File: src/fsab_pkg.sv
/*
 * Constants, carriers and offsets for the fault status and alert bank.
 * Assumes a command-code register port from a serial-port engine on the
 * same clock, and event levels from converter logic on the same clock.
 */
package fsab_pkg;

    // ------------------------------------------------------------
    // register map
    // ------------------------------------------------------------
    localparam int FSAB_NREG      = 7;
    localparam int FSAB_OTHER_IDX = 5;

    localparam logic [15:0] FSAB_STATUS_OFS [FSAB_NREG] = '{
        16'h007A, 16'h007B, 16'h007C, 16'h007D, 16'h007E, 16'h007F, 16'h0080};
    localparam logic [15:0] FSAB_FORCE_OFS [FSAB_NREG] = '{
        16'hFEC2, 16'hFEC3, 16'hFEC4, 16'hFEC5, 16'hFEC6, 16'hFED7, 16'hFEC8};
    // misc register has no gate; its slot is never matched
    localparam logic [15:0] FSAB_GATE_OFS [FSAB_NREG] = '{
        16'hFED2, 16'hFED3, 16'hFED4, 16'hFED5, 16'hFED6, 16'h0000, 16'hFED8};
    localparam logic [FSAB_NREG-1:0] FSAB_GATE_PRESENT = 7'h5F;

    localparam logic [7:0] FSAB_IMPL [FSAB_NREG] = '{
        8'h60, 8'hA0, 8'hF1, 8'hE0, 8'hE2, 8'h01, 8'hFC};
    localparam logic [7:0] FSAB_GATE_RST [FSAB_NREG] = '{
        8'h60, 8'hA0, 8'hF1, 8'hE0, 8'hE2, 8'h00, 8'hFC};
    localparam logic [7:0] FSAB_STATUS_RST = 8'h00;
    localparam logic [7:0] FSAB_RDATA_RST  = 8'h00;

    // register indices
    localparam int FSAB_VOUT_IDX  = 0;
    localparam int FSAB_IOUT_IDX  = 1;
    localparam int FSAB_INPUT_IDX = 2;
    localparam int FSAB_TEMP_IDX  = 3;
    localparam int FSAB_CML_IDX   = 4;
    localparam int FSAB_MFR_IDX   = 6;

    // ------------------------------------------------------------
    // field positions
    // ------------------------------------------------------------
    localparam int FSAB_OUT_OVW_BIT    = 6;
    localparam int FSAB_OUT_UVW_BIT    = 5;
    localparam int FSAB_OC_TRIP_BIT    = 7;
    localparam int FSAB_OC_WARN_BIT    = 5;
    localparam int FSAB_IN_OVT_BIT     = 7;
    localparam int FSAB_IN_OVW_BIT     = 6;
    localparam int FSAB_IN_UVW_BIT     = 5;
    localparam int FSAB_IN_UVT_BIT     = 4;
    localparam int FSAB_PWR_WARN_BIT   = 0;
    localparam int FSAB_OT_TRIP_BIT    = 7;
    localparam int FSAB_OT_WARN_BIT    = 6;
    localparam int FSAB_UT_WARN_BIT    = 5;
    localparam int FSAB_BAD_CMD_BIT    = 7;
    localparam int FSAB_BAD_DATA_BIT   = 6;
    localparam int FSAB_PKT_ERR_BIT    = 5;
    localparam int FSAB_MISC_COMM_BIT  = 1;
    localparam int FSAB_FIRST_BIT      = 0;
    localparam int FSAB_EN_CHG_BIT     = 7;
    localparam int FSAB_TSD_BIT        = 6;
    localparam int FSAB_LOCKOUT_BIT    = 5;
    localparam int FSAB_INST_OP_BIT    = 4;
    localparam int FSAB_TIMED_OP_BIT   = 3;
    localparam int FSAB_FET_BAD_BIT    = 2;

    // synchronised pin positions
    localparam int FSAB_PIN_TIMER = 0;
    localparam int FSAB_PIN_OV    = 1;
    localparam int FSAB_PIN_UV    = 2;
    localparam int FSAB_PIN_EN    = 3;
    localparam int FSAB_PIN_ALERT = 4;
    localparam int FSAB_NPIN      = 5;
    localparam logic [FSAB_NPIN-1:0] FSAB_SYNC_RST = 5'h10;

    // cycles after reset before the enable pin sample is trusted
    localparam logic [1:0] FSAB_SETTLE_CYCLES = 2'h3;

    // ------------------------------------------------------------
    // types
    // ------------------------------------------------------------
    typedef enum logic [1:0] {
        FSAB_ACC_NONE   = 2'b00,
        FSAB_ACC_STATUS = 2'b01,
        FSAB_ACC_FORCE  = 2'b11,
        FSAB_ACC_GATE   = 2'b10
    } fsab_acc_type;

    typedef struct packed {
        logic        wr;
        logic        rd;
        logic [15:0] cmd;
        logic [7:0]  wdata;
    } fsab_req_type;

    typedef struct packed {
        logic out_overvolt_warn;
        logic out_undervolt_warn;
        logic overcurrent_active;
        logic overcurrent_warn;
        logic in_overvolt_warn;
        logic in_undervolt_warn;
        logic input_power_warn;
        logic overheat_trip;
        logic overheat_warn;
        logic undercool_warn;
        logic bad_cmd;
        logic bad_data;
        logic packet_check_error;
        logic misc_comm_fault;
        logic thermal_shutdown_trip;
        logic supply_lockout;
        logic instant_overpower_trip;
        logic timed_overpower_trip;
        logic pass_transistor_bad;
    } fsab_event_type;

endpackage
File: src/fsab_bank.sv
/*
 * Fault status bank: seven sticky status registers, their force mirrors
 * and six alert gates (misc has none), plus the open-drain alert pin logic.
 * Assumes the serial-port engine presents one decoded command access per
 * cycle on i_req and takes o_rd_data when o_rd_valid pulses.
 */
`timescale 1ns/10ps
module fsab_bank (
    input  wire logic                    i_ref_clk,
    input  wire logic                    i_sys_rst,
    input  wire fsab_pkg::fsab_req_type  i_req,
    input  wire fsab_pkg::fsab_event_type i_ev,
    input  wire logic                    i_fault_timer_pin,
    input  wire logic                    i_overvolt_pin,
    input  wire logic                    i_undervolt_pin,
    input  wire logic                    i_enable_pin,
    input  wire logic                    i_alert_in,
    output logic [7:0]                   o_rd_data,
    output logic                         o_rd_valid,
    output logic                         o_alert_out,
    output logic                         o_alert_oe
);

    // ------------------------------------------------------------
    // pin synchronisers
    // ------------------------------------------------------------
    logic [fsab_pkg::FSAB_NPIN-1:0] pin_raw;
    logic [fsab_pkg::FSAB_NPIN-1:0] sync1_reg;
    logic [fsab_pkg::FSAB_NPIN-1:0] sync2_reg;
    logic                           en_prev_reg;
    logic [1:0]                     settle_reg;
    logic                           settled;

    assign pin_raw = {i_alert_in, i_enable_pin, i_undervolt_pin,
                      i_overvolt_pin, i_fault_timer_pin};

    always_ff @(posedge i_ref_clk) begin
        if (i_sys_rst) begin
            sync1_reg <= fsab_pkg::FSAB_SYNC_RST;
            sync2_reg <= fsab_pkg::FSAB_SYNC_RST;
        end else begin
            sync1_reg <= pin_raw;
            sync2_reg <= sync1_reg;
        end
    end

    // the synchroniser shows reset zeros first; a change then is not real
    always_ff @(posedge i_ref_clk) begin
        if (i_sys_rst) begin
            settle_reg  <= 2'h0;
            en_prev_reg <= 1'b0;
        end else begin
            en_prev_reg <= sync2_reg[fsab_pkg::FSAB_PIN_EN];
            if (!settled) begin
                settle_reg <= settle_reg + 2'h1;
            end
        end
    end

    assign settled = (settle_reg == fsab_pkg::FSAB_SETTLE_CYCLES);

    // ------------------------------------------------------------
    // command decode
    // ------------------------------------------------------------
    fsab_pkg::fsab_acc_type acc_kind;
    logic [2:0]             acc_idx;
    logic                   acc_any;
    logic                   acc_unmapped;

    always_comb begin
        acc_kind = fsab_pkg::FSAB_ACC_NONE;
        acc_idx  = 3'h0;
        for (int i = 0; i < fsab_pkg::FSAB_NREG; i++) begin
            if (i_req.cmd == fsab_pkg::FSAB_STATUS_OFS[i]) begin
                acc_kind = fsab_pkg::FSAB_ACC_STATUS;
                acc_idx  = 3'(i);
            end else if (i_req.cmd == fsab_pkg::FSAB_FORCE_OFS[i]) begin
                acc_kind = fsab_pkg::FSAB_ACC_FORCE;
                acc_idx  = 3'(i);
            end else if (fsab_pkg::FSAB_GATE_PRESENT[i] &&
                         i_req.cmd == fsab_pkg::FSAB_GATE_OFS[i]) begin
                acc_kind = fsab_pkg::FSAB_ACC_GATE;
                acc_idx  = 3'(i);
            end
        end
    end

    assign acc_any      = i_req.wr | i_req.rd;
    assign acc_unmapped = acc_any && (acc_kind == fsab_pkg::FSAB_ACC_NONE);

    // ------------------------------------------------------------
    // event collection
    // ------------------------------------------------------------
    logic [7:0] ev_vec [fsab_pkg::FSAB_NREG];
    logic       first_alert_ev;
    logic       en_change_ev;

    assign en_change_ev = settled && (sync2_reg[fsab_pkg::FSAB_PIN_EN] != en_prev_reg);

    always_comb begin
        for (int i = 0; i < fsab_pkg::FSAB_NREG; i++) begin
            ev_vec[i] = 8'h00;
        end
        ev_vec[fsab_pkg::FSAB_VOUT_IDX][fsab_pkg::FSAB_OUT_OVW_BIT] =
            i_ev.out_overvolt_warn;
        ev_vec[fsab_pkg::FSAB_VOUT_IDX][fsab_pkg::FSAB_OUT_UVW_BIT] =
            i_ev.out_undervolt_warn;
        ev_vec[fsab_pkg::FSAB_IOUT_IDX][fsab_pkg::FSAB_OC_TRIP_BIT] =
            i_ev.overcurrent_active & sync2_reg[fsab_pkg::FSAB_PIN_TIMER];
        ev_vec[fsab_pkg::FSAB_IOUT_IDX][fsab_pkg::FSAB_OC_WARN_BIT] =
            i_ev.overcurrent_warn;
        ev_vec[fsab_pkg::FSAB_INPUT_IDX][fsab_pkg::FSAB_IN_OVT_BIT] =
            sync2_reg[fsab_pkg::FSAB_PIN_OV];
        ev_vec[fsab_pkg::FSAB_INPUT_IDX][fsab_pkg::FSAB_IN_OVW_BIT] =
            i_ev.in_overvolt_warn;
        ev_vec[fsab_pkg::FSAB_INPUT_IDX][fsab_pkg::FSAB_IN_UVW_BIT] =
            i_ev.in_undervolt_warn;
        ev_vec[fsab_pkg::FSAB_INPUT_IDX][fsab_pkg::FSAB_IN_UVT_BIT] =
            sync2_reg[fsab_pkg::FSAB_PIN_UV];
        ev_vec[fsab_pkg::FSAB_INPUT_IDX][fsab_pkg::FSAB_PWR_WARN_BIT] =
            i_ev.input_power_warn;
        ev_vec[fsab_pkg::FSAB_TEMP_IDX][fsab_pkg::FSAB_OT_TRIP_BIT] =
            i_ev.overheat_trip;
        ev_vec[fsab_pkg::FSAB_TEMP_IDX][fsab_pkg::FSAB_OT_WARN_BIT] =
            i_ev.overheat_warn;
        ev_vec[fsab_pkg::FSAB_TEMP_IDX][fsab_pkg::FSAB_UT_WARN_BIT] =
            i_ev.undercool_warn;
        // an access to an unknown command code counts as a bad command
        ev_vec[fsab_pkg::FSAB_CML_IDX][fsab_pkg::FSAB_BAD_CMD_BIT] =
            i_ev.bad_cmd | acc_unmapped;
        ev_vec[fsab_pkg::FSAB_CML_IDX][fsab_pkg::FSAB_BAD_DATA_BIT] =
            i_ev.bad_data;
        ev_vec[fsab_pkg::FSAB_CML_IDX][fsab_pkg::FSAB_PKT_ERR_BIT] =
            i_ev.packet_check_error;
        ev_vec[fsab_pkg::FSAB_CML_IDX][fsab_pkg::FSAB_MISC_COMM_BIT] =
            i_ev.misc_comm_fault;
        ev_vec[fsab_pkg::FSAB_OTHER_IDX][fsab_pkg::FSAB_FIRST_BIT] =
            first_alert_ev;
        ev_vec[fsab_pkg::FSAB_MFR_IDX][fsab_pkg::FSAB_EN_CHG_BIT] =
            en_change_ev;
        ev_vec[fsab_pkg::FSAB_MFR_IDX][fsab_pkg::FSAB_TSD_BIT] =
            i_ev.thermal_shutdown_trip;
        ev_vec[fsab_pkg::FSAB_MFR_IDX][fsab_pkg::FSAB_LOCKOUT_BIT] =
            i_ev.supply_lockout;
        ev_vec[fsab_pkg::FSAB_MFR_IDX][fsab_pkg::FSAB_INST_OP_BIT] =
            i_ev.instant_overpower_trip;
        ev_vec[fsab_pkg::FSAB_MFR_IDX][fsab_pkg::FSAB_TIMED_OP_BIT] =
            i_ev.timed_overpower_trip;
        ev_vec[fsab_pkg::FSAB_MFR_IDX][fsab_pkg::FSAB_FET_BAD_BIT] =
            i_ev.pass_transistor_bad;
    end

    // ------------------------------------------------------------
    // status, force and gate registers
    // ------------------------------------------------------------
    logic [7:0] status_reg [fsab_pkg::FSAB_NREG];
    logic [7:0] gate_reg   [fsab_pkg::FSAB_NREG];
    logic       wr_clr;
    logic       wr_frc;

    assign wr_clr = i_req.wr && (acc_kind == fsab_pkg::FSAB_ACC_STATUS);
    assign wr_frc = i_req.wr && (acc_kind == fsab_pkg::FSAB_ACC_FORCE);

    // set beats clear: an event in the clearing cycle survives
    always_ff @(posedge i_ref_clk) begin
        if (i_sys_rst) begin
            for (int i = 0; i < fsab_pkg::FSAB_NREG; i++) begin
                status_reg[i] <= fsab_pkg::FSAB_STATUS_RST;
            end
        end else begin
            for (int i = 0; i < fsab_pkg::FSAB_NREG; i++) begin
                if (acc_idx == 3'(i)) begin
                    status_reg[i] <= ((status_reg[i] & ~(wr_clr ? i_req.wdata : 8'h00))
                                     | (wr_frc ? i_req.wdata : 8'h00) | ev_vec[i])
                                     & fsab_pkg::FSAB_IMPL[i];
                end else begin
                    status_reg[i] <= (status_reg[i] | ev_vec[i]) & fsab_pkg::FSAB_IMPL[i];
                end
            end
        end
    end

    always_ff @(posedge i_ref_clk) begin
        if (i_sys_rst) begin
            for (int i = 0; i < fsab_pkg::FSAB_NREG; i++) begin
                gate_reg[i] <= fsab_pkg::FSAB_GATE_RST[i];
            end
        end else if (i_req.wr && acc_kind == fsab_pkg::FSAB_ACC_GATE) begin
            gate_reg[acc_idx] <= i_req.wdata & fsab_pkg::FSAB_IMPL[acc_idx];
        end
    end

    // ------------------------------------------------------------
    // read path
    // ------------------------------------------------------------
    always_ff @(posedge i_ref_clk) begin
        if (i_sys_rst) begin
            o_rd_data  <= fsab_pkg::FSAB_RDATA_RST;
            o_rd_valid <= 1'b0;
        end else begin
            o_rd_valid <= i_req.rd;
            if (i_req.rd) begin
                if (acc_kind == fsab_pkg::FSAB_ACC_GATE) begin
                    o_rd_data <= gate_reg[acc_idx];
                end else if (acc_kind == fsab_pkg::FSAB_ACC_NONE) begin
                    o_rd_data <= fsab_pkg::FSAB_RDATA_RST;
                end else begin
                    o_rd_data <= status_reg[acc_idx];
                end
            end
        end
    end

    // ------------------------------------------------------------
    // alert pin
    // ------------------------------------------------------------
    logic alert_next;

    // misc register stays off the pin, else its own bit would hold it low
    always_comb begin
        alert_next = 1'b0;
        for (int i = 0; i < fsab_pkg::FSAB_NREG; i++) begin
            if (fsab_pkg::FSAB_GATE_PRESENT[i]) begin
                alert_next = alert_next | (|(status_reg[i] & ~gate_reg[i]));
            end
        end
    end

    // first only if the shared line was still idle when we start pulling
    assign first_alert_ev = alert_next && !o_alert_oe &&
                            sync2_reg[fsab_pkg::FSAB_PIN_ALERT];

    always_ff @(posedge i_ref_clk) begin
        if (i_sys_rst) begin
            o_alert_oe  <= 1'b0;
            o_alert_out <= 1'b0;
        end else begin
            o_alert_oe  <= alert_next;
            o_alert_out <= 1'b0;
        end
    end

    // ------------------------------------------------------------
    // checks
    // ------------------------------------------------------------
    logic reserved_seen;

    always_comb begin
        reserved_seen = 1'b0;
        for (int i = 0; i < fsab_pkg::FSAB_NREG; i++) begin
            reserved_seen = reserved_seen | (|(status_reg[i] & ~fsab_pkg::FSAB_IMPL[i]))
                            | (|(gate_reg[i] & ~fsab_pkg::FSAB_IMPL[i]));
        end
    end

    chk_out_ovw_set:
    assert property (@(posedge i_ref_clk) disable iff (i_sys_rst)
        i_ev.out_overvolt_warn |=> status_reg[0][6])
    else $error("output overvoltage warning not latched");

    chk_out_uvw_set:
    assert property (@(posedge i_ref_clk) disable iff (i_sys_rst)
        i_ev.out_undervolt_warn |=> status_reg[0][5])
    else $error("output undervoltage warning not latched");

    chk_oc_trip_set:
    assert property (@(posedge i_ref_clk) disable iff (i_sys_rst)
        (i_ev.overcurrent_active && sync2_reg[0]) |=> status_reg[1][7])
    else $error("overcurrent trip not latched");

    chk_oc_trip_cause:
    assert property (@(posedge i_ref_clk) disable iff (i_sys_rst)
        $rose(status_reg[1][7]) |-> $past(i_ev.overcurrent_active && sync2_reg[0])
            || $past(i_req.wr && acc_kind == fsab_pkg::FSAB_ACC_FORCE))
    else $error("overcurrent trip set without cause");

    chk_ov_pin_trip:
    assert property (@(posedge i_ref_clk) disable iff (i_sys_rst)
        i_overvolt_pin [*3] |=> status_reg[2][7])
    else $error("overvoltage pin not latched within three cycles");

    chk_uv_pin_trip:
    assert property (@(posedge i_ref_clk) disable iff (i_sys_rst)
        i_undervolt_pin [*3] |=> status_reg[2][4])
    else $error("undervoltage pin not latched within three cycles");

    chk_power_warn:
    assert property (@(posedge i_ref_clk) disable iff (i_sys_rst)
        i_ev.input_power_warn |=> status_reg[2][0])
    else $error("input power warning not latched");

    chk_temp_flags:
    assert property (@(posedge i_ref_clk) disable iff (i_sys_rst)
        (i_ev.overheat_trip || i_ev.overheat_warn || i_ev.undercool_warn) |=>
        (status_reg[3] & 8'hE0) != 8'h00)
    else $error("temperature event not latched");

    chk_bad_cmd_unmapped:
    assert property (@(posedge i_ref_clk) disable iff (i_sys_rst)
        acc_unmapped |=> status_reg[4][7] && (!o_rd_valid || o_rd_data == 8'h00))
    else $error("unmapped command not flagged");

    chk_comms_flags:
    assert property (@(posedge i_ref_clk) disable iff (i_sys_rst)
        (i_ev.bad_data || i_ev.packet_check_error || i_ev.misc_comm_fault) |=>
        (status_reg[4] & 8'h62) != 8'h00)
    else $error("communication event not latched");

    chk_first_alert:
    assert property (@(posedge i_ref_clk) disable iff (i_sys_rst)
        ($rose(o_alert_oe) && $past(sync2_reg[4])) |-> status_reg[5][0])
    else $error("first alert not recorded");

    chk_enable_change:
    assert property (@(posedge i_ref_clk) disable iff (i_sys_rst)
        en_change_ev |=> status_reg[6][7])
    else $error("enable change not recorded");

    chk_device_flags:
    assert property (@(posedge i_ref_clk) disable iff (i_sys_rst)
        i_ev.thermal_shutdown_trip || i_ev.supply_lockout || i_ev.pass_transistor_bad
        || i_ev.instant_overpower_trip || i_ev.timed_overpower_trip |=>
        (status_reg[6] & 8'h7C) != 8'h00)
    else $error("device specific event not latched");

    chk_w1c_clears:
    assert property (@(posedge i_ref_clk) disable iff (i_sys_rst)
        (i_req.wr && acc_kind == fsab_pkg::FSAB_ACC_STATUS && acc_idx == 3'h0 &&
         i_req.wdata[6] && !i_ev.out_overvolt_warn) |=> !status_reg[0][6])
    else $error("write one did not clear status bit");

    chk_force_sets:
    assert property (@(posedge i_ref_clk) disable iff (i_sys_rst)
        (i_req.wr && acc_kind == fsab_pkg::FSAB_ACC_FORCE) |=>
        ((status_reg[$past(acc_idx)] & $past(i_req.wdata))
         == ($past(i_req.wdata) & fsab_pkg::FSAB_IMPL[$past(acc_idx)])))
    else $error("force write did not set status bits");

    chk_alert_follow:
    assert property (@(posedge i_ref_clk) disable iff (i_sys_rst)
        1'b1 |=> (o_alert_oe == $past(alert_next)) && !o_alert_out)
    else $error("alert pin does not follow unmasked status");

    chk_reserved_zero:
    assert property (@(posedge i_ref_clk) disable iff (i_sys_rst)
        !reserved_seen)
    else $error("reserved bit holds state");

endmodule

File: config.mk
export PLATFORM = sky130hd
export DESIGN_NAME = fsab_bank
export DESIGN_NICKNAME = d
export VERILOG_FILES = /design/src/fsab_pkg.sv /design/src/fsab_bank.sv
export SDC_FILE = /design/constraint.sdc
export NUM_CORES = 1
export LEC_CHECK = 0
export ABC_AREA = 1
export ABC_CLOCK_PERIOD_IN_PS = 4200
export BUFFER_PORTS_ARGS = -buffer_cell sky130_fd_sc_hd__buf_2
export CELL_PAD_IN_SITES_DETAIL_PLACEMENT = 1
export CELL_PAD_IN_SITES_GLOBAL_PLACEMENT = 1
export CORE_ASPECT_RATIO = 1.4
export CORE_MARGIN = 2
export CORE_UTILIZATION = 35
export DETAILED_ROUTE_END_ITERATION = 8
export PLACE_DENSITY_LB_ADDON = 0.1
export SETUP_SLACK_MARGIN = 0.5
export SLEW_MARGIN = 20
export SYNTH_ARGS = -nofsm -noshare
export SYNTH_HDL_FRONTEND = slang
export SYNTH_SLANG_ARGS = --single-unit
export TNS_END_PERCENT = 1
File: constraint.sdc
create_clock -name i_ref_clk -period 4.2 [get_ports i_ref_clk]
set_input_delay 0.21 -clock i_ref_clk [delete_from_list [all_inputs] [get_ports i_ref_clk]]
set_output_delay 0.21 -clock i_ref_clk [all_outputs]
set_load 0.01 [all_outputs]
After elaboration in Yosys (flattened, before gate mapping)
Memory sizes are Yosys's and may differ from the RTL's. Index checks and enable logic that the tools add are counted.

Input bits: 52. Output and inout port bits: 11. Bits in writable memories: 112. Bits in read-only memories: 64. Register bits after elaboration: 23. Word-level logic and storage cells: 232. Memories kept: 3.

Memories: (name not given) (words 8, bits a word 8, rd ports 1, clocked after memory_dff 0, wr ports 0, RTL line fsab_bank.sv:189) `gate_reg[acc_idx] <= i_req.wdata & fsab_pkg::FSAB_IMPL[acc_idx];`; gate_reg (words 7, bits a word 8, rd ports 7, clocked after memory_dff 0, wr ports 7, RTL line fsab_bank.sv:157) `logic [7:0] gate_reg [fsab_pkg::FSAB_NREG];`; status_reg (words 7, bits a word 8, rd ports 8, clocked after memory_dff 0, wr ports 7, RTL line fsab_bank.sv:156) `logic [7:0] status_reg [fsab_pkg::FSAB_NREG];`.

Mux-type cells: 107. Bitwise operators: 65. Reductions and logical operators: 17. Eq/ne operators: 31. Order comparisons: 1. $add $sub $neg: 1.

Operators with widths (count): $eq A16 B16 Y1 const B (13); $mux W8 (21); $or A8 B8 Y8 (15); $and A8 B8 Y8 (12); $eq A16 B7 Y1 const B (6); $not A8 Y8 (7); $reduce_or A8 Y1 (7); $mux W3 (17); $mux W1 (49); $mux W2 (20); $or A1 B1 Y1 (24); $or A7 B7 Y7 (3); $eq A16 B8 Y1 const B (1); $eq A3 B3 Y1 const B (3); $and A7 B7 Y7 (1); $logic_and A1 B1 Y1 (7); $eq A2 B2 Y1 const B (3); $eq A3 B2 Y1 const B (2); $ge A4 B4 Y1 const B (1); $not A3 Y4 (1); $eq A3 B1 Y1 const B (1); $logic_not A3 Y1 (1); $add A2 B1 Y2 const B (1); $and A1 B1 Y1 (2); other kinds (4) (4).

Longest topological paths before layout
Gate-level depths: netlist (run 1).

Depth in word-level cells: 30. Depth in mapped cells: 18. Depth with buffers taken out: 18.

Least setup slack after synthesis (run 1)
No wires, ideal clock.

Kind: input-to-reg. Start: input i_req[16] (netlist bit). End: memory gate_reg[4][0], enable pin. Path slack: 2.001 ns. Cell stages on the path: 16. Setup time: 0.329 ns. Required time: 3.871 ns. Arrival: 1.870 ns. Path buffers: 0. Path through: inv_1 -> nand2_1 -> nor2_4 -> nand2_2 -> nor2_4 -> nand2_2 -> nand2_1 -> nor2_1 -> nand2_1 -> nor2_2 -> nand3_4 -> nor2_8 -> nand3_4 -> nor2_2 -> nand2_1 -> nand2_1.

RTL lines: start, declared (RTL line fsab_bank.sv:11) `input wire fsab_pkg::fsab_req_type i_req,`; end, declared (RTL line fsab_bank.sv:157).

==> out/qor.yml, run 1 <==
seqPwrFrac_pct: 53.9
syn2layout_area_growth_pct: 16.3
yosysWarnings: 0
grt_max_degree: 35
leakagePower_nw: 3.54
crit_slowest_cell: "nor2_1"
synth.avg_cell_area_um2: 7.53
met2_length_um: 11400
diodes: 0
stdcell_count: 1198
routed_via_density: 4.86
worst-setup-path-type: "in -> reg"
p_int_mw: 1.74
ir_drop_v: 0.000187
combPwrFrac_pct: 8.3
drv_cap: 0
clock_latency_ns: 0.36
p_sw_mw: 0.596
grt_pass1_vias: 6140
synthArstFlopShare_pct: 0
clkSinkCount: 110
cts_resized: 0
overflow: 0
clock_skew_ns: 0.00795
numCtsBuffers: 9
routed.top_layer: "met4"
ant_nets: 0
post-route-min-period_ns: 3.04
start_util_pct: 35.5
dieHeight_um: 164
cts_setup_buffers: 0
yosysSeqAreaShare_pct: 47.0
post-dp-hpwl_um: 17200
ctsLongestPathBuffers: 2
nets: 1006
final_layout_size_suffix_gt1_share_pct: 14.3
rsz0062_at_grt: "false"
syn_area_mm2: 0.00636
drv_slew: 0
final_core_util_pct: 41.3
core-area_mm2: 0.0179
drt_iter0_markers: 321
slowest_delay_ns: 0.56
pwr-share-clk_pct: 37.7
dr.pass1.iters: 4
cts_root_buf: "clkbuf_16"
stdcell_area_mm2: 0.00740
place.gp.congestion: 0.924
cp-start-kind: "primary input"
dp_cells: 1182
antenna_found_initial: 0
path_cells: "buf_2, nor2_1, nand2_1, nor2_1, inv_1, nor3_2, nor2_2, nand3_1, inv_2, o21ai_2, nand2_1, nand2_1"
slew_headroom_pct: 52.7
swShare_pct: 25.4
synth.ff_latch_count: 110
grt_usage_pct: 23.1
via_count: 5823
cts_tree: "done"
clk_pin_slew_ns: 0.08
io_buffers: 61
wire_per_inst_um: 18.0
hold_viol: 0
crit_arrival_ns: 3.07
fp-row-count: 58
ctsHoldBuffers: 0
dieArea_mm2: 0.0193
max_freq_ghz: 0.329
grt_pass1_wl_um: 34000
ios: 63
synthCells: 845
wl_um: 21500
setup_viol: 0
path_buf_inv: 3
powerDensity_mw_per_mm2: 316
status: "complete, no violations"
critPathTopFamily: "simple AND/OR/NAND/NOR gates"
synth_cell_types: 40
worstMarginPinSlew_ns: 0.707
synth-edff-count: 79
p_total_mw: 2.34
wl_met3_um: 484
place_area_mm2: 0.00709
path_common_cell: "nand2_1"
final_cell_mix: "194 x nand2_1, 142 x inv_1, 93 x nand3_1"
htree_num_levels: 3
fin_setup_tns_ns: 0
final_common_cell: "nand2_1"
largest_reg_flops: 64
required_ns: 4.23
crit_fanout: 13
drc: 0
crit_path_end_kind: "flip-flop"
synth_ff_type: "edfxtp_1"
min_path_type: "in -> reg"
drt-met1-wl_um: 8720
finalCritPeriodShare_pct: 72.5
chipWidth_um: 118
area by class of cell:
class | count | area, µm²
repair buffers | 67 | 350
multi-input cells | 607 | 2850
well taps | 240 | 300
clock buffers | 10 | 250
fillers | 2281 | 10500
inverters | 158 | 593
flip-flops and latches | 110 | 2990
clock inverters | 6 | 58.8
logic make-up (layout without fill, tap and decap cells):
group / count (synthesis) / count (layout) / share of synthesized area (%)
buffers and inverters: 182 / 241 / 11.3
AOI/OAI and AO/OA: 111 / 111 / 9.24
and+or+nand+nor: 439 / 439 / 32.1
other: 2 / 56 / 0.118
adders and majority gates: 1 / 1 / 0.197
DFF: 110 / 110 / 47.0
per-stage QoR:
| stage | setup WS, ns | hold slack, ns |
|---|---|---|
| 3_3_place_gp | 0.887 | 0.393 |
| 6_report | 1.16 | 0.0279 |
| 2_1_floorplan | 2.00 | 0.314 |
| 4_1_cts | 1.19 | 0.0178 |
| 5_1_grt | 0.935 | 0.0381 |
| 3_5_place_dp | 0.831 | 0.400 |
cell usage after synthesis, types with 3 or more instances:
master	number	area share [%]
dfxtp_1	31	9.8
inv_2	13	0.77
buf_2	5	0.39
nand3_1	93	7.3
a21oi_1	50	3.9
nor2_4	10	1.8
o21ai_1	3	0.24
clkbuf_1	12	0.71
nand2_1	194	11
nand4_1	16	1.6
buf_4	4	0.47
inv_1	142	8.4
o21ai_0	43	3.4
nand2_2	6	0.59
nor2_1	87	5.1
or2_2	3	0.29
clkinv_1	3	0.18
nor3_1	7	0.55
nor2_2	11	1.1
edfxtp_1	79	37
o22ai_1	7	0.69
layer usage:
layer  global-route usage [%]  vias to the layer above
met5                        0                        -
met3                     2.62                       41
met4                     10.5                        0
li1                         -                     2879
met1                     25.2                     2802
met2                     44.6                      101
power by group through the flow:
stage          sequential (mW)  clock (mW)  combinational, mW
2_1_floorplan             1.27           0              0.117
3_3_place_gp              1.29           0              0.193
3_5_place_dp              1.29           0              0.196
4_1_cts                   1.26       0.915              0.197
5_1_grt                   1.27       0.938              0.224
6_report                  1.26       0.882              0.195
worst paths after layout:
kind | start | end | slack, ns | depth (start not counted)
max | i_req[19] | gate_reg[4][0] | 1.16 | 12
min | i_alert_in | sync1_reg[4] | 0.03 | 2
max reg2reg | status_reg[1][5] | status_reg[5][0] | 2.38 | 12
min reg2reg | sync1_reg[0] | sync2_reg[0] | 0.41 | 2
Power figures use the tool's default switching activity.
==> inputs of run 2 (changes only) <==
--- a/config.mk
+++ b/config.mk
@@ -6,7 +6,7 @@
 export NUM_CORES = 1
 export LEC_CHECK = 0
 export ABC_AREA = 1
-export ABC_CLOCK_PERIOD_IN_PS = 4200
+export ABC_CLOCK_PERIOD_IN_PS = 2600
 export BUFFER_PORTS_ARGS = -buffer_cell sky130_fd_sc_hd__buf_2
 export CELL_PAD_IN_SITES_DETAIL_PLACEMENT = 1
 export CELL_PAD_IN_SITES_GLOBAL_PLACEMENT = 1
==> constraint.sdc (replaced) <==
create_clock -name i_ref_clk -period 2.6 [get_ports i_ref_clk]
set_input_delay 0.13 -clock i_ref_clk [delete_from_list [all_inputs] [get_ports i_ref_clk]]
set_output_delay 0.13 -clock i_ref_clk [all_outputs]
set_load 0.01 [all_outputs]
==> out/qor.yml, run 2 (synthesis gave the netlist of run 1 again) <==
wl_um: 22000
nets: 1056
dieArea_mm2: 0.0193
drv_slew: 0
grt_usage_pct: 23.5
dr.pass1.iters: 4
final_common_cell: "nand2_1"
antenna_found_initial: 0
fin_hold_ws_ns: 0.0159
r2r_start: "status_reg[6][3]"
diodes: 0
cp-start-kind: "primary input"
clk_pin_slew_ns: 0.08
place_area_mm2: 0.00743
rsz0062_at_grt: "true"
crit_path_end_kind: "flip-flop"
hp-start: "i_req[2]"
post-dp-hpwl_um: 17400
drc: 0
clkSinkCount: 110
grt_pass1_vias: 6274
final_layout_size_suffix_gt1_share_pct: 19.4
wire_per_inst_um: 17.6
powerDensity_mw_per_mm2: 480
layout_setup_ws_ns: 0.551
reg2reg_to: "status_reg[5][0]"
drt_iter0_markers: 334
stdcell_area_mm2: 0.00790
worst-setup-path-type: "in -> reg"
fillers: 2275
required_ns: 2.69
r2r_setup_slack_ns: 0.65
via_count: 5990
worstMarginPinSlew_ns: 0.639
dp_slack_ns: -0.146
crit_arrival_ns: 2.14
path_common_cell: "nand2_1"
cts_tree: "done"
status: "complete, no violations"
setup_viol: 0
slew_headroom_pct: 57.4
whs_path_depth: 3
final_core_util_pct: 44.1
min_to: "gate_reg[6][2]"
dieHeight_um: 164
grt_max_degree: 59
max_freq_ghz: 0.488
ios: 63
multi_input_area_mm2: 0.00293
seq_area_mm2: 0.00299
drv_cap: 0
clock_latency_ns: 0.36
io_buffers: 61
chipWidth_um: 118
ir_drop_v: 0.000340
overflow: 0
leakagePower_nw: 3.82
core-area_mm2: 0.0179
numCtsBuffers: 9
post-route-min-period_ns: 2.05
critPathTopFamily: "simple AND/OR/NAND/NOR gates"
fp-row-count: 58
clock_skew_ns: 0.00975
ctsLongestPathBuffers: 2
syn2layout_area_growth_pct: 24.1
crit_fanout: 5
min_path_type: "in -> reg"
finalCritPeriodShare_pct: 78.8
routed_via_density: 4.80
path_cells: "buf_2, inv_2, nand2_1, nor2_4, nand3_2, nor2_2, nand2_1, nand2_2, nor2_2, nand3_4, nand2_4, nor2_4, nand2_1, o21ai_0, a21oi_1"
htree_num_levels: 3
crit_slowest_cell: "nor2_4"
largest_reg_flops: 64
path_buf_inv: 2
hold_viol: 0
start_util_pct: 35.5
cts_root_buf: "clkbuf_16"
final_cell_mix: "187 x nand2_1, 142 x inv_1, 93 x nand3_1"
r2r_cells: 11
grt_pass1_wl_um: 34200
ant_nets: 0
p_total_mw: 3.79
slowest_delay_ns: 0.24
place.gp.congestion: 0.888
run 2: cell count changes in the layout (fill, tap and decap cells not counted), moves of 2 or more:
cell,previous run,this run
buf_12,0,3
dlygate4sd3_1,0,5
buf_4,6,47
nand2_2,6,11
nor2_1,87,81
nand2_1,194,187
nor2_4,10,14
nor2_2,11,13
nand2_4,1,3
run 2: area by class of cell:
class	count	share of cell area (%)
inverter	158	7.51
clock buffer	10	3.17
timing repair buffer	117	9.92
sequential	110	37.9
tap	240	3.80
clock inverter	6	0.649
multi-input combinational	607	37.1
run 2: report_power, final:
group	internal [mW]	switching, mW	total, mW	leakage [nW]
Sequential	1.98	0.0554	2.04	1.03
Clock	0.725	0.699	1.42	0.152
Combinational	0.114	0.216	0.330	2.63
run 2: worst max path at each step:
stage	start	end	slack, ns	cells past startpoint
floorplan	i_req[16]	gate_reg[3][0]	0.49	16
global placement	i_req[11]	o_rd_data[5]	-0.16	15
detailed placement	i_req[11]	o_rd_data[5]	-0.15	15
CTS	i_req[16]	gate_reg[2][0]	0.47	16
global route	i_req[17]	gate_reg[1][3]	0.37	17
finish	i_req[13]	status_reg[1][7]	0.55	15
run 2: per-stage QoR:
step,TNS (ns),cells
after floorplan,0,899
after global placement,-0.444,1224
after detailed placement,-0.413,1224
after CTS,0,1245
after global routing,0,1248
final,0,1248
run 2: worst reg2reg max path, stage by stage (launching register included):
cell	delay (ns)
edfxtp_1	0.52
a22o_1	0.29
nor2_1	0.15
nand2_1	0.07
nor2_1	0.10
nand2_1	0.08
inv_1	0.09
nor2_1	0.05
nor2_1	0.08
nor2_1	0.05
a21oi_1	0.12
a21oi_1	0.08
run 2: timing repair:
| action | in CTS | in global routing |
|---|---|---|
| endpoints found under the setup margin | 35 | 95 |
| hold buffers | 5 | 0 |
| buffers inserted | 0 | 3 |
| pin swaps | 0 | 5 |
| endpoints found under the hold margin | 5 | 0 |
| resized for setup | 2 | 20 |
run 2: routing by layer:
metal / global-route usage, % / up-vias / wire [µm]
met4: 10.1 / 0 / 836
met1: 26.4 / 2893 / 8740
li1: - / 2977 / -
met3: 3.04 / 32 / 524
met5: 0 / - / 0
met2: 44.4 / 88 / 11900
==> inputs of run 3 (changes only) <==
--- a/config.mk
+++ b/config.mk
@@ -6,7 +6,7 @@
 export NUM_CORES = 1
 export LEC_CHECK = 0
 export ABC_AREA = 1
-export ABC_CLOCK_PERIOD_IN_PS = 2600
+export ABC_CLOCK_PERIOD_IN_PS = 2060
 export BUFFER_PORTS_ARGS = -buffer_cell sky130_fd_sc_hd__buf_2
 export CELL_PAD_IN_SITES_DETAIL_PLACEMENT = 1
 export CELL_PAD_IN_SITES_GLOBAL_PLACEMENT = 1
==> constraint.sdc (replaced) <==
create_clock -name i_ref_clk -period 2.06 [get_ports i_ref_clk]
set_input_delay 0.103 -clock i_ref_clk [delete_from_list [all_inputs] [get_ports i_ref_clk]]
set_output_delay 0.103 -clock i_ref_clk [all_outputs]
set_load 0.01 [all_outputs]
==> out/qor.yml, run 3 (synthesis gave the netlist of run 1 again) <==
status: "finished, violations left"
violations: "hold timing"
fin_hold_ws_ns: -0.00259
post-route-min-period_ns: 1.96
wl_um: 24100
grt_pass1_wl_um: 36400
setup_viol: 0
start_util_pct: 35.5
dieArea_mm2: 0.0193
clock_skew_ns: 0.0151
crit_slowest_cell: "nor2_4"
min_path_type: "in -> reg"
crit_path_end_kind: "flip-flop"
place_area_mm2: 0.00804
via_count: 6437
diodes: 0
leakagePower_nw: 4.46
r2r_setup_slack_ns: 0.22
chipWidth_um: 118
antenna_found_initial: 0
crit_arrival_ns: 2.06
wire_per_inst_um: 17.9
dr.pass1.iters: 4
grt_pass1_vias: 6629
clock_latency_ns: 0.37
cts_root_buf: "clkbuf_16"
ant_nets: 0
post-dp-hpwl_um: 18500
grt_usage_pct: 24.8
drc: 0
nets: 1155
numCtsBuffers: 9
cp-start-kind: "primary input"
rsz0062_at_grt: "true"
place.gp.congestion: 0.927
stdcell_area_mm2: 0.00936
drt_iter0_markers: 350
finalCritPeriodShare_pct: 95.1
powerDensity_mw_per_mm2: 529
drt-met1-wl_um: 9270
path_cells: "buf_2, inv_2, nand2_2, buf_6, nor2_1, nand2_2, inv_2, a21oi_4, nand4_1, nor2_4, buf_6, nor2_4, buf_12, clkbuf_16, buf_6, a21oi_1, a21oi_1"
crit_fanout: 6
ir_drop_v: 0.000432
max_freq_ghz: 0.511
final_cell_mix: "159 x nand2_1, 134 x inv_1, 122 x buf_4"
dieHeight_um: 164
met2_length_um: 13200
fp-row-count: 58
worst-setup-path-type: "in -> reg"
overflow: 0
fillers: 2218
core-area_mm2: 0.0179
path_common_cell: "buf_6"
routed.top_layer: "met4"
hold_viol: 1
cts_tree: "done"
largest_reg_flops: 64
final_common_cell: "nand2_1"
io_buffers: 61
routed_via_density: 4.78
ctsLongestPathBuffers: 2
wl_met3_um: 651
final_layout_size_suffix_gt1_share_pct: 34.4
ios: 63
slowest_delay_ns: 0.19
required_ns: 2.16
drv_cap: 0
clk_pin_slew_ns: 0.08
grt_max_degree: 35
final_core_util_pct: 52.2
htree_num_levels: 3
syn2layout_area_growth_pct: 47.1
clkSinkCount: 110
drv_slew: 0
[run 3: cell types whose count changed in the layout (fill, tap and decap cells not counted), moves of 8 or more]
cell / change
nand2_4: +9
inv_1: -8
nand3_2: +23
buf_4: +75
nand3_1: -27
buf_6: +25
nor2_1: -10
o21ai_1: +8
o21ai_0: -10
buf_2: -11
nand2_1: -28
a21oi_1: -11
a21oi_2: +9
nand2_2: +18
[run 3: layout make-up]
class / count / area [µm²] / area share, %
inverters: 158 / 603 / 6.44
well taps: 240 / 300 / 3.21
repair buffers: 216 / 1790 / 19.1
multi-input cells: 607 / 3360 / 35.9
clock buffers: 12 / 279 / 2.98
flip-flops and latches: 110 / 2990 / 32.0
clock inverters: 4 / 32.5 / 0.348
[run 3: final timing paths]
check,cells after the start,endpoint,startpoint
max,17,status_reg[6][3],i_req[11]
max reg2reg,12,status_reg[5][0],status_reg[2][7]
min reg2reg,2,sync2_reg[3],sync1_reg[3]
min,3,gate_reg[6][2],i_req[2]
[run 3: stage by stage]
stage | setup TNS (ns) | setup slack [ns] | cells | hold slack (ns) | power [mW]
floorplan | 0 | 0.0354 | 899 | 0.207 | 2.83
global placement | -28.98 | -0.371 | 1297 | 0.285 | 3.06
detailed placement | -32.14 | -0.416 | 1297 | 0.302 | 3.07
CTS | 0 | 0.100 | 1330 | 0.00138 | 4.92
global route | 0 | 0.00328 | 1347 | 0.0455 | 5.12
finish | 0 | 0.101 | 1347 | -0.00259 | 4.95
[run 3: repair_timing]
action	CTS	global route
gates resized for setup	44	128
gates cloned	1	3
endpoints found under the hold margin	5	0
hold buffers	5	0
setup endpoints to repair	111	112
buffers inserted	11	14
pin swaps	17	56
[run 3: critical path, delay by kind of cell]
family | cells | cell delay, ns
buf+inv | 8 | 0.90
simple gates | 6 | 0.70
compound gates | 3 | 0.34
[run 3: where the power goes]
group | internal (mW) | switching [mW]
Sequential | 2.51 | 0.0688
Combinational | 0.205 | 0.325
Clock | 0.985 | 0.866
Total | 3.70 | 1.26
[run 3: layer usage]
| metal | up-vias | track usage, % |
|---|---|---|
| met4 | 0 | 10.6 |
| met2 | 117 | 47.7 |
| met5 | - | 0 |
| met3 | 33 | 2.93 |
| met1 | 3111 | 27.4 |
| li1 | 3176 | - |
